File: src/design/opmode_defines.svh
// timing counts, channel map limits and storage sizes of the mode sequencer
`ifndef OPMODE_DEFINES_SVH
`define OPMODE_DEFINES_SVH
`define CLK_MHZ          100
`define HOLD_TIME_MS     3000
`define MSG_TIME_MS      3000
`define HOLD_CYCLES      (`HOLD_TIME_MS * 1000 * `CLK_MHZ)
`define MSG_CYCLES       (`MSG_TIME_MS * 1000 * `CLK_MHZ)
`define UNIVERSE_MAX     512
`define CH_FRAME         256
`define CH_LIVE          160
`define CH_MAX_VALUE     255
`define FIXTURES         16
`define CH_PER_FIX       16
`define BANKS            30
`define SCENES_PER_BANK  8
`define CHASES           6
`define CHASE_STEPS      250
`endif

File: src/design/opmode_pkg.sv
// types shared by the operation mode sequencer and its bench
package opmode_pkg;
    typedef enum logic [1:0] {PLAY, EDIT, CONFIG, TEST} mode_e;
    typedef enum logic [2:0] {MENU_MIDI, MENU_POLARITY, MENU_XFADE, MENU_TILT,
                              MENU_PAN, MENU_POWERON} menu_e;
    typedef enum logic [1:0] {L1_MODE, L1_CHASE, L1_MSG} line1_e;
    typedef enum logic [2:0] {L2_BANK_SCENE, L2_OVERLAY, L2_MENU, L2_STEP,
                              L2_BLANK, L2_MSG} line2_e;
    typedef struct packed {
        logic       chase_run;
        logic [7:0] chase_id;
        logic [7:0] chase_step;
        logic [7:0] bank;
        logic [7:0] scene;
        logic       overlay;
        menu_e      menu;
    } panel_s;
    typedef struct packed {
        logic       en;
        logic [3:0] fixture;
        logic [3:0] fch;
        logic [7:0] value;
    } ch_wr_s;
    typedef struct packed {
        logic [8:0] num;
        logic [7:0] data;
        logic       last;
    } slot_s;
    typedef struct packed {
        line1_e     l1;
        line2_e     l2;
        mode_e      mode;
        logic [7:0] a;
        logic [7:0] b;
    } disp_s;
endpackage

File: src/design/operation_mode_sequencer.sv
// front-panel mode sequencer: hold timing, frame slot source and display selection
// What this block does
// - reset enters playback; display shows active mode
// - three-second hold enters edit or configuration
// - both keys held enter fixture test
// - holding selecting key again returns to playback
// - transitions accepted from every state
// - channel values 0..255, at most 512 channels
// - playback and test frames carry 256 channels
// - channels 1-160 live, 161-256 zero
// - sixteen fixtures of sixteen channels each
// - 240 scenes as 30 banks of 8
// - six chases of up to 250 steps
// - first line shows current mode name, or the chase label while playback runs a chase
// - playback shows bank/scene, or chase and step
// - edit shows bank/scene, plus overlay entry
// - configuration second line names open menu
// - fixture test leaves second line blank
// - messages override display, then revert
`timescale 1ns/1ps
`include "opmode_defines.svh"

module operation_mode_sequencer
    import opmode_pkg::*;
#(
    parameter int unsigned HOLD_CYCLES = `HOLD_CYCLES,
    parameter int unsigned MSG_CYCLES  = `MSG_CYCLES,
    parameter int unsigned CH_FRAME    = `CH_FRAME,
    parameter int unsigned CH_LIVE     = `CH_LIVE
) (
    input  wire logic       mclk,
    input  wire logic       arst_n,
    input  wire logic       edit_key_pin,
    input  wire logic       config_key_pin,
    input  wire panel_s     panel,
    input  wire ch_wr_s     ch_wr,
    input  wire logic       msg_req,
    input  wire logic [7:0] msg_code,
    output mode_e           mode,
    output disp_s           disp,
    output slot_s           slot,
    output logic            slot_valid,
    input  wire logic       slot_ready
);

    function automatic logic [7:0] clamp(input logic [7:0] v, input logic [7:0] top);
        clamp = (v > top) ? top : v;
    endfunction

    // fixture f owns internal channels f*16 .. f*16+15
    function automatic logic [7:0] chan_index(input logic [3:0] fix, input logic [3:0] fch);
        chan_index = {fix, fch};
    endfunction

    // reset release and key synchronisers
    logic rst_s1, rst_n;
    logic edit_s1, edit_s2, cfg_s1, cfg_s2;

    always_ff @(posedge mclk or negedge arst_n) begin
        if (!arst_n) begin
            rst_s1 <= 1'b0;
            rst_n  <= 1'b0;
        end else begin
            rst_s1 <= 1'b1;
            rst_n  <= rst_s1;
        end
    end

    always_ff @(posedge mclk or negedge rst_n) begin
        if (!rst_n) begin
            edit_s1 <= 1'b0;
            edit_s2 <= 1'b0;
            cfg_s1  <= 1'b0;
            cfg_s2  <= 1'b0;
        end else begin
            edit_s1 <= edit_key_pin;
            edit_s2 <= edit_s1;
            cfg_s1  <= config_key_pin;
            cfg_s2  <= cfg_s1;
        end
    end

    // hold timer
    logic [1:0]  combo_q;
    logic [31:0] hold_cnt;
    logic        fired;

    wire  [1:0]  combo     = {edit_s2, cfg_s2};
    wire         combo_chg = combo != combo_q;
    wire         hold_idle = combo_chg || (combo == 2'b00);
    wire         hold_end  = hold_cnt == 32'(HOLD_CYCLES - 1);
    // one fire per hold: keeping the keys down past three seconds does not toggle again
    wire         hold_fire = !hold_idle && !fired && hold_end;
    wire mode_e  target    = (combo == 2'b10) ? EDIT : (combo == 2'b01) ? CONFIG : TEST;
    wire mode_e  next_mode = !hold_fire ? mode : (mode == target) ? PLAY : target;

    always_ff @(posedge mclk or negedge rst_n) begin
        if (!rst_n) begin
            combo_q  <= 2'b00;
            hold_cnt <= 32'h0;
            fired    <= 1'b0;
        end else begin
            combo_q <= combo;
            if (hold_idle) begin
                hold_cnt <= 32'h0;
                fired    <= 1'b0;
            end else begin
                if (!hold_end)
                    hold_cnt <= hold_cnt + 32'h1;
                if (hold_fire)
                    fired <= 1'b1;
            end
        end
    end

    always_ff @(posedge mclk or negedge rst_n) begin
        if (!rst_n)
            mode <= PLAY;
        else
            mode <= next_mode;
    end

    // temporary message
    logic        msg_on;
    logic [31:0] msg_cnt;
    logic [7:0]  msg_val;

    always_ff @(posedge mclk or negedge rst_n) begin
        if (!rst_n) begin
            msg_on  <= 1'b0;
            msg_cnt <= 32'h0;
            msg_val <= 8'h00;
        end else if (msg_req) begin
            // a new message restarts the window instead of queueing
            msg_on  <= 1'b1;
            msg_cnt <= 32'h0;
            msg_val <= msg_code;
        end else if (msg_on) begin
            if (msg_cnt == 32'(MSG_CYCLES - 1))
                msg_on <= 1'b0;
            else
                msg_cnt <= msg_cnt + 32'h1;
        end
    end

    // display content
    wire [7:0] bank_v  = clamp(panel.bank, 8'(`BANKS - 1));
    wire [7:0] scene_v = clamp(panel.scene, 8'(`SCENES_PER_BANK - 1));
    wire [7:0] chase_v = clamp(panel.chase_id, 8'(`CHASES - 1));
    wire [7:0] step_v  = clamp(panel.chase_step, 8'(`CHASE_STEPS - 1));
    wire       chase_on = panel.chase_run && (mode == PLAY);
    disp_s     next_disp;

    always_comb begin
        next_disp      = '0;
        next_disp.mode = mode;
        next_disp.l1   = chase_on ? L1_CHASE : L1_MODE;
        next_disp.l2   = L2_BANK_SCENE;
        next_disp.a    = bank_v;
        next_disp.b    = scene_v;
        unique case (mode)
            PLAY: begin
                if (chase_on) begin
                    next_disp.l2 = L2_STEP;
                    next_disp.a  = chase_v;
                    next_disp.b  = step_v;
                end
            end
            EDIT: begin
                if (panel.overlay)
                    next_disp.l2 = L2_OVERLAY;
            end
            CONFIG: begin
                next_disp.l2 = L2_MENU;
                next_disp.a  = 8'(panel.menu);
                next_disp.b  = 8'h00;
            end
            TEST: begin
                next_disp.l2 = L2_BLANK;
                next_disp.a  = 8'h00;
                next_disp.b  = 8'h00;
            end
        endcase
        if (msg_on) begin
            next_disp.l1 = L1_MSG;
            next_disp.l2 = L2_MSG;
            next_disp.a  = msg_val;
            next_disp.b  = 8'h00;
        end
    end

    always_ff @(posedge mclk or negedge rst_n) begin
        if (!rst_n)
            disp <= '{l1: L1_MODE, l2: L2_BANK_SCENE, mode: PLAY, a: 8'h00, b: 8'h00};
        else
            disp <= next_disp;
    end

    // live channel store and frame slot source
    logic [7:0] live_mem [CH_LIVE];
    logic [8:0] idx;

    wire [7:0] wr_idx  = chan_index(ch_wr.fixture, ch_wr.fch);
    wire       wr_ok   = ch_wr.en && (9'(wr_idx) < 9'(CH_LIVE));
    wire       tx_mode = (mode == PLAY) || (mode == TEST);
    // a frame in flight is finished even if the mode leaves playback mid-frame
    wire       tx_more = tx_mode || (idx != 9'h0);
    wire       load    = !slot_valid || slot_ready;
    wire       idx_end = idx == 9'(CH_FRAME - 1);
    wire [7:0] idx_val = (idx < 9'(CH_LIVE)) ? live_mem[idx[7:0]] : 8'h00;

    always_ff @(posedge mclk or negedge rst_n) begin
        if (!rst_n) begin
            for (int i = 0; i < int'(CH_LIVE); i++)
                live_mem[i] <= 8'h00;
        end else if (wr_ok) begin
            live_mem[wr_idx] <= ch_wr.value;
        end
    end

    always_ff @(posedge mclk or negedge rst_n) begin
        if (!rst_n) begin
            idx        <= 9'h0;
            slot_valid <= 1'b0;
            slot       <= '0;
        end else if (load) begin
            slot_valid <= tx_more;
            if (tx_more) begin
                slot.num  <= idx + 9'h1;
                slot.data <= idx_val;
                slot.last <= idx_end;
                idx       <= idx_end ? 9'h0 : idx + 9'h1;
            end
        end
    end

    // checks
    a_reset_play: assert property (@(posedge mclk) $rose(rst_n) |-> mode == PLAY)
        else $error("mode not playback after reset");

    a_disp_mode: assert property (@(posedge mclk) disable iff (!rst_n)
        (disp.l1 != L1_MSG) |-> disp.mode == $past(mode))
        else $error("display mode differs from active mode");

    a_short_hold: assert property (@(posedge mclk) disable iff (!rst_n)
        (mode != $past(mode)) |-> $past(hold_cnt) == 32'(HOLD_CYCLES - 1))
        else $error("mode changed before full hold");

    a_hold_restart: assert property (@(posedge mclk) disable iff (!rst_n)
        (combo != $past(combo)) |=> hold_cnt == 32'h0)
        else $error("hold timer not restarted");

    a_edit_enter: assert property (@(posedge mclk) disable iff (!rst_n)
        (hold_fire && combo == 2'b10 && mode != EDIT) |=> mode == EDIT)
        else $error("edit hold did not enter edit");

    a_test_enter: assert property (@(posedge mclk) disable iff (!rst_n)
        (hold_fire && combo == 2'b11 && mode != TEST) |=> mode == TEST)
        else $error("both-key hold did not enter test");

    a_return_play: assert property (@(posedge mclk) disable iff (!rst_n)
        (hold_fire && mode != PLAY && target == mode) |=> mode == PLAY)
        else $error("repeat hold did not return to playback");

    a_zero_tail: assert property (@(posedge mclk) disable iff (!rst_n)
        (slot_valid && slot.num > 9'(CH_LIVE)) |-> slot.data == 8'h00)
        else $error("channel above live range not zero");

    a_frame_len: assert property (@(posedge mclk) disable iff (!rst_n)
        slot_valid |-> (slot.last == (slot.num == 9'(CH_FRAME))) && slot.num != 9'h0)
        else $error("frame slot numbering wrong");

    a_test_blank: assert property (@(posedge mclk) disable iff (!rst_n)
        ($past(mode) == TEST && !$past(msg_on)) |-> disp.l2 == L2_BLANK)
        else $error("test mode second line not blank");

    a_msg_revert: assert property (@(posedge mclk) disable iff (!rst_n)
        (msg_on && !msg_req && msg_cnt == 32'(MSG_CYCLES - 1)) |=> ##1 disp.l1 != L1_MSG)
        else $error("message did not revert");

    a_config_enter: assert property (@(posedge mclk) disable iff (!rst_n)
        (hold_fire && combo == 2'b01 && mode != CONFIG) |=> mode == CONFIG)
        else $error("configuration hold did not enter configuration");

    // the mode line checks a_play_lines to a_test_zero skip the first edge after reset, where disp still holds its reset value
    a_play_lines: assert property (@(posedge mclk) disable iff (!rst_n)
        ($past(rst_n) && $past(mode) == PLAY && !$past(msg_on) && !$past(panel.chase_run))
        |-> disp.l1 == L1_MODE && disp.l2 == L2_BANK_SCENE)
        else $error("playback lines wrong");

    a_chase_lines: assert property (@(posedge mclk) disable iff (!rst_n)
        ($past(rst_n) && $past(mode) == PLAY && !$past(msg_on) && $past(panel.chase_run))
        |-> disp.l1 == L1_CHASE && disp.l2 == L2_STEP)
        else $error("chase lines wrong");

    a_edit_lines: assert property (@(posedge mclk) disable iff (!rst_n)
        ($past(rst_n) && $past(mode) == EDIT && !$past(msg_on))
        |-> disp.l1 == L1_MODE
            && disp.l2 == ($past(panel.overlay) ? L2_OVERLAY : L2_BANK_SCENE))
        else $error("edit lines wrong");

    a_menu_line: assert property (@(posedge mclk) disable iff (!rst_n)
        ($past(rst_n) && $past(mode) == CONFIG && !$past(msg_on))
        |-> disp.l2 == L2_MENU && disp.a == 8'($past(panel.menu)) && disp.b == 8'h00)
        else $error("configuration line does not name the menu");

    a_test_zero: assert property (@(posedge mclk) disable iff (!rst_n)
        ($past(rst_n) && $past(mode) == TEST && !$past(msg_on))
        |-> disp.a == 8'h00 && disp.b == 8'h00)
        else $error("test mode second line carries data");

    a_msg_show: assert property (@(posedge mclk) disable iff (!rst_n)
        $past(msg_on) |-> disp.l1 == L1_MSG && disp.l2 == L2_MSG && disp.a == $past(msg_val))
        else $error("message not shown");

    a_bank_range: assert property (@(posedge mclk) disable iff (!rst_n)
        (disp.l2 == L2_BANK_SCENE || disp.l2 == L2_OVERLAY)
        |-> disp.a < 8'(`BANKS) && disp.b < 8'(`SCENES_PER_BANK))
        else $error("bank or scene out of range");

    a_step_range: assert property (@(posedge mclk) disable iff (!rst_n)
        disp.l2 == L2_STEP |-> disp.a < 8'(`CHASES) && disp.b < 8'(`CHASE_STEPS))
        else $error("chase or step out of range");

    a_store_write: assert property (@(posedge mclk) disable iff (!rst_n)
        wr_ok |=> live_mem[$past(wr_idx)] == $past(ch_wr.value))
        else $error("channel write not stored");

    a_slot_range: assert property (@(posedge mclk) disable iff (!rst_n)
        slot_valid |-> slot.num >= 9'h001 && slot.num <= 9'(CH_FRAME))
        else $error("slot number outside the frame");

    // a refused slot must not move, or the sink would see a skipped channel
    a_slot_hold: assert property (@(posedge mclk) disable iff (!rst_n)
        (slot_valid && !slot_ready) |=> slot_valid && $stable(slot))
        else $error("refused slot changed");

    a_frame_start: assert property (@(posedge mclk) disable iff (!rst_n)
        $rose(slot_valid) |-> slot.num == 9'h001)
        else $error("stream did not start at channel one");

    a_frame_wrap: assert property (@(posedge mclk) disable iff (!rst_n)
        (slot_valid && slot_ready && slot.last) |=> !slot_valid || slot.num == 9'h001)
        else $error("frame did not wrap to channel one");

    a_idle_stop: assert property (@(posedge mclk) disable iff (!rst_n)
        (mode != PLAY && mode != TEST && idx == 9'h0 && slot_valid && slot_ready)
        |=> !slot_valid)
        else $error("new frame started outside transmitting modes");

endmodule // operation_mode_sequencer

File: config.mk
export PLATFORM = sky130hd
export DESIGN_NAME = operation_mode_sequencer
export DESIGN_NICKNAME = d
export VERILOG_FILES = /design/src/design/opmode_pkg.sv /design/src/design/operation_mode_sequencer.sv
export VERILOG_INCLUDE_DIRS = /design/src /design/src/design
export SDC_FILE = /design/constraint.sdc
export NUM_CORES = 2
export LEC_CHECK = 0
export BUFFER_PORTS_ARGS = -buffer_cell sky130_fd_sc_hd__buf_2
export CORE_MARGIN = 3
export CORE_UTILIZATION = 45
export DETAILED_ROUTE_END_ITERATION = 8
export HOLD_SLACK_MARGIN = 0.02
export PLACE_DENSITY_LB_ADDON = 0.2
export SLEW_MARGIN = 25
export SYNTH_ARGS = -nofsm -noshare
export SYNTH_HDL_FRONTEND = slang
export SYNTH_SLANG_ARGS = --single-unit
File: constraint.sdc
create_clock -name mclk -period 106.3 [get_ports mclk]
set_input_delay 21.26 -clock mclk [delete_from_list [all_inputs] [get_ports mclk]]
set_output_delay 21.26 -clock mclk [all_outputs]
set_load 0.01 [all_outputs]
==> run summary <==
DIE HEIGHT: 385 um
most common cell after layout, fill and taps aside: dfrtp_1
routed via count: 38,400
Initial Util: 0.455
DRT Wirelength: 173 mm
vias in the first global route: 39,300
Rows: 138
CP startpoint kind: input port
final hold vios: 0
DRC Markers: 0
placed wire-length estimate: 109 mm
met1 usage: 0.337
Mapped Cells: 4,404
max-slew violations: 0
worst r2r src: idx[1]$_DFFE_PN0P_
busiest grt layer: met2
die extent in x: 385 um
CP Capture Point: live_mem[108]$_DFFE_PN0P_
min-delay worst type: flop to flop
cts repair resizes: 0
Buf/Inv on CP: 1
Synth-to-Final Area Change: 11.3%
Post-DP Area: 0.0669 mm^2
global route overflow: 0
hold_buf cts: 0
synth warn: 0
Root Buffer: clkbuf_16
clk_lat worst skew: 0.79 ns
status: finished, final reports clean
end-of-flow core utilization: 0.507
fmax: 42.6 MHz
total CTS buffers: 154
Post-Syn Area: 0.0648 mm^2
CTS tree: yes
die area: 0.149 mm^2
CP arrival: 24.14 ns
Levels on crit path: 8
library cells used by synthesis: 67
Port Buffers: 111
# placed instances: 6,166
Finished Cell Area: 0.0721 mm^2
clk buf depth: 3
Crit path max-delay family: simple AND/OR/NAND/NOR gates
Critical-path top delay cell: nor2_1
EDFF count, synth: 0
maximum VDD drop: 15.3 uV
CP cell instances: buf_2 > o21ai_1 > and2_1 > nand2_1 > nor2_1 > nand2_1 > nor2_1 > mux2_2
Core ar.: 0.142 mm^2
Synth async-reset ratio: 1.00
Largest stage delay, worst path: 1.00 ns
RD Place Congestion: 0.865
routing usage on met3: 0.0397
Crit. Startpoint: ch_wr[14]
Total GRT Usage: 0.237
Worst-path clk slew: 0.05 ns
Crit path required time: 106.95 ns
capturing point of the worst reg2reg path: slot[8]$_DFFE_PN0P_
CTS H-tree depth: 4
leak pwr: 33.6 nW
period utilization: 0.221
initial antenna violation count: 8
pwr dens: 18.4 mW/mm^2
Top FF cell, synth: dfrtp_1
first-pass GRT wire length: 265 mm
final worst setup slack: 82.82 ns
met2 GRT Util: 0.371
dpl ws: 82.04 ns
CTS Sinks: 1,415
IO Pins: 112
Setup Buffers After CTS: 0
worst slew pin tran: 1.13 ns
Worst Skew: 0.0465 ns
TritonRoute pass-1 iters: 5
max_slew headroom: 0.245
fin cells: 6,441
most frequent cells in the layout: dfrtp_1 (1,409), mux2_2 (1,294), mux4_2 (303)
Total Power: 1.33 mW
unrepaired setup endpoints after global routing: no
worst reg2reg path depth: 8
syn_nets: 4,483
post-route ant nets: 0
Mean Syn Cell Area: 14.7 um^2
average wire per standard cell: 26.9 um
Final #Nets: 4,514
Final setup viols: 0
Initial DRC Count: 2,557
layout cells sized above 1: 0.452
Worst Hold Margin: 0.355 ns
largest net degree at the start of global routing: 171
CP max FO: 10
CP endpoint kind: flop
# Max-Cap Violations: 0
Fin Setup TNS: 0 ns
R2R setup slack: 100.84 ns
Setup CP Type: input port to flop
FF+latch count, synth: 1,415
minimum clock period: 23.48 ns
sequential area share after synthesis: 0.547
Vias/cell: 5.96
-- state kept, by name (all words and copies together), names as in the netlist, 2 cells and up --
signal    flops
combo_q       2
disp         23
hold_cnt     32
idx           9
live_mem   1280
mode          2
msg_cnt      32
msg_val       8
slot         18
-- final cells by class --
type	count	area, um^2
sequential	1415	35400
antenna	2	5.00
clock buffer	236	4610
fill	12200	70200
inverter	20	75.1
timing repair buffer	177	1230
tap	1890	2360
multi-input combinational	2667	27900
clock inverter	34	463
-- power breakdown --
group	switching [mW]	leakage [nW]	internal (mW)
clock network	0.223	2.48	0.314
registers	0.0212	19.5	0.559
logic	0.136	11.6	0.0746
-- cells by family (layout without fill, tap and decap cells) --
group	count (synthesis)	in the layout	synth area share
compound gates	260	260	0.0270
xor+xnor	56	56	0.00757
fa+ha+maj	11	11	0.00213
buf+inv	322	467	0.0233
flops	1415	1415	0.547
mux	1704	1704	0.347
other cells	1	3	0.0000579
simple gates	635	635	0.0463
-- synth_stat cells (all sizes together), types with 7 or more instances --
| master | n | share of area |
|---|---|---|
| a211oi | 12 | 0.0014 |
| a21oi | 42 | 0.0032 |
| a22o | 12 | 0.0016 |
| a22oi | 17 | 0.0020 |
| a31oi | 7 | 0.00068 |
| and2 | 16 | 0.0015 |
| and3 | 14 | 0.0014 |
| buf | 108 | 0.011 |
| clkbuf | 194 | 0.011 |
| dfrtp | 1415 | 0.55 |
| ha | 11 | 0.0021 |
| inv | 20 | 0.0012 |
| mux2 | 1294 | 0.22 |
| mux2i | 107 | 0.017 |
| mux4 | 303 | 0.11 |
| nand2 | 158 | 0.0092 |
| nand2b | 15 | 0.0014 |
| nand3 | 41 | 0.0032 |
| nand4 | 23 | 0.0022 |
| nor2 | 258 | 0.016 |
| nor2b | 16 | 0.0015 |
| nor3 | 21 | 0.0016 |
| nor4 | 17 | 0.0018 |
| o21ai | 64 | 0.0049 |
| o221ai | 38 | 0.0051 |
| o22ai | 33 | 0.0032 |
| or2 | 7 | 0.00068 |
| or3 | 25 | 0.0024 |
| xnor2 | 31 | 0.0042 |
| xor2 | 25 | 0.0034 |
-- how the worst min path moves through the flow --
stage	start	endpoint	slack, ns	cells past startpoint
finish	rst_s1$_DFF_PN0_	rst_n$_DFF_PN0_	0.36	0
global route	rst_s1$_DFF_PN0_	rst_n$_DFF_PN0_	0.36	0
CTS	rst_s1$_DFF_PN0_	rst_n$_DFF_PN0_	0.36	0
detailed placement	rst_s1$_DFF_PN0_	rst_n$_DFF_PN0_	0.34	0
global placement	rst_s1$_DFF_PN0_	rst_n$_DFF_PN0_	0.33	0
floorplan	cfg_s1$_DFF_PN0_	cfg_s2$_DFF_PN0_	0.33	0
-- layer usage --
layer,routed length (um),share of wire
met4,5870,0.034
met5,13,0.000075
met1,77500,0.45
met3,8870,0.051
met2,81000,0.47
(Power assumes the default switching activity.)
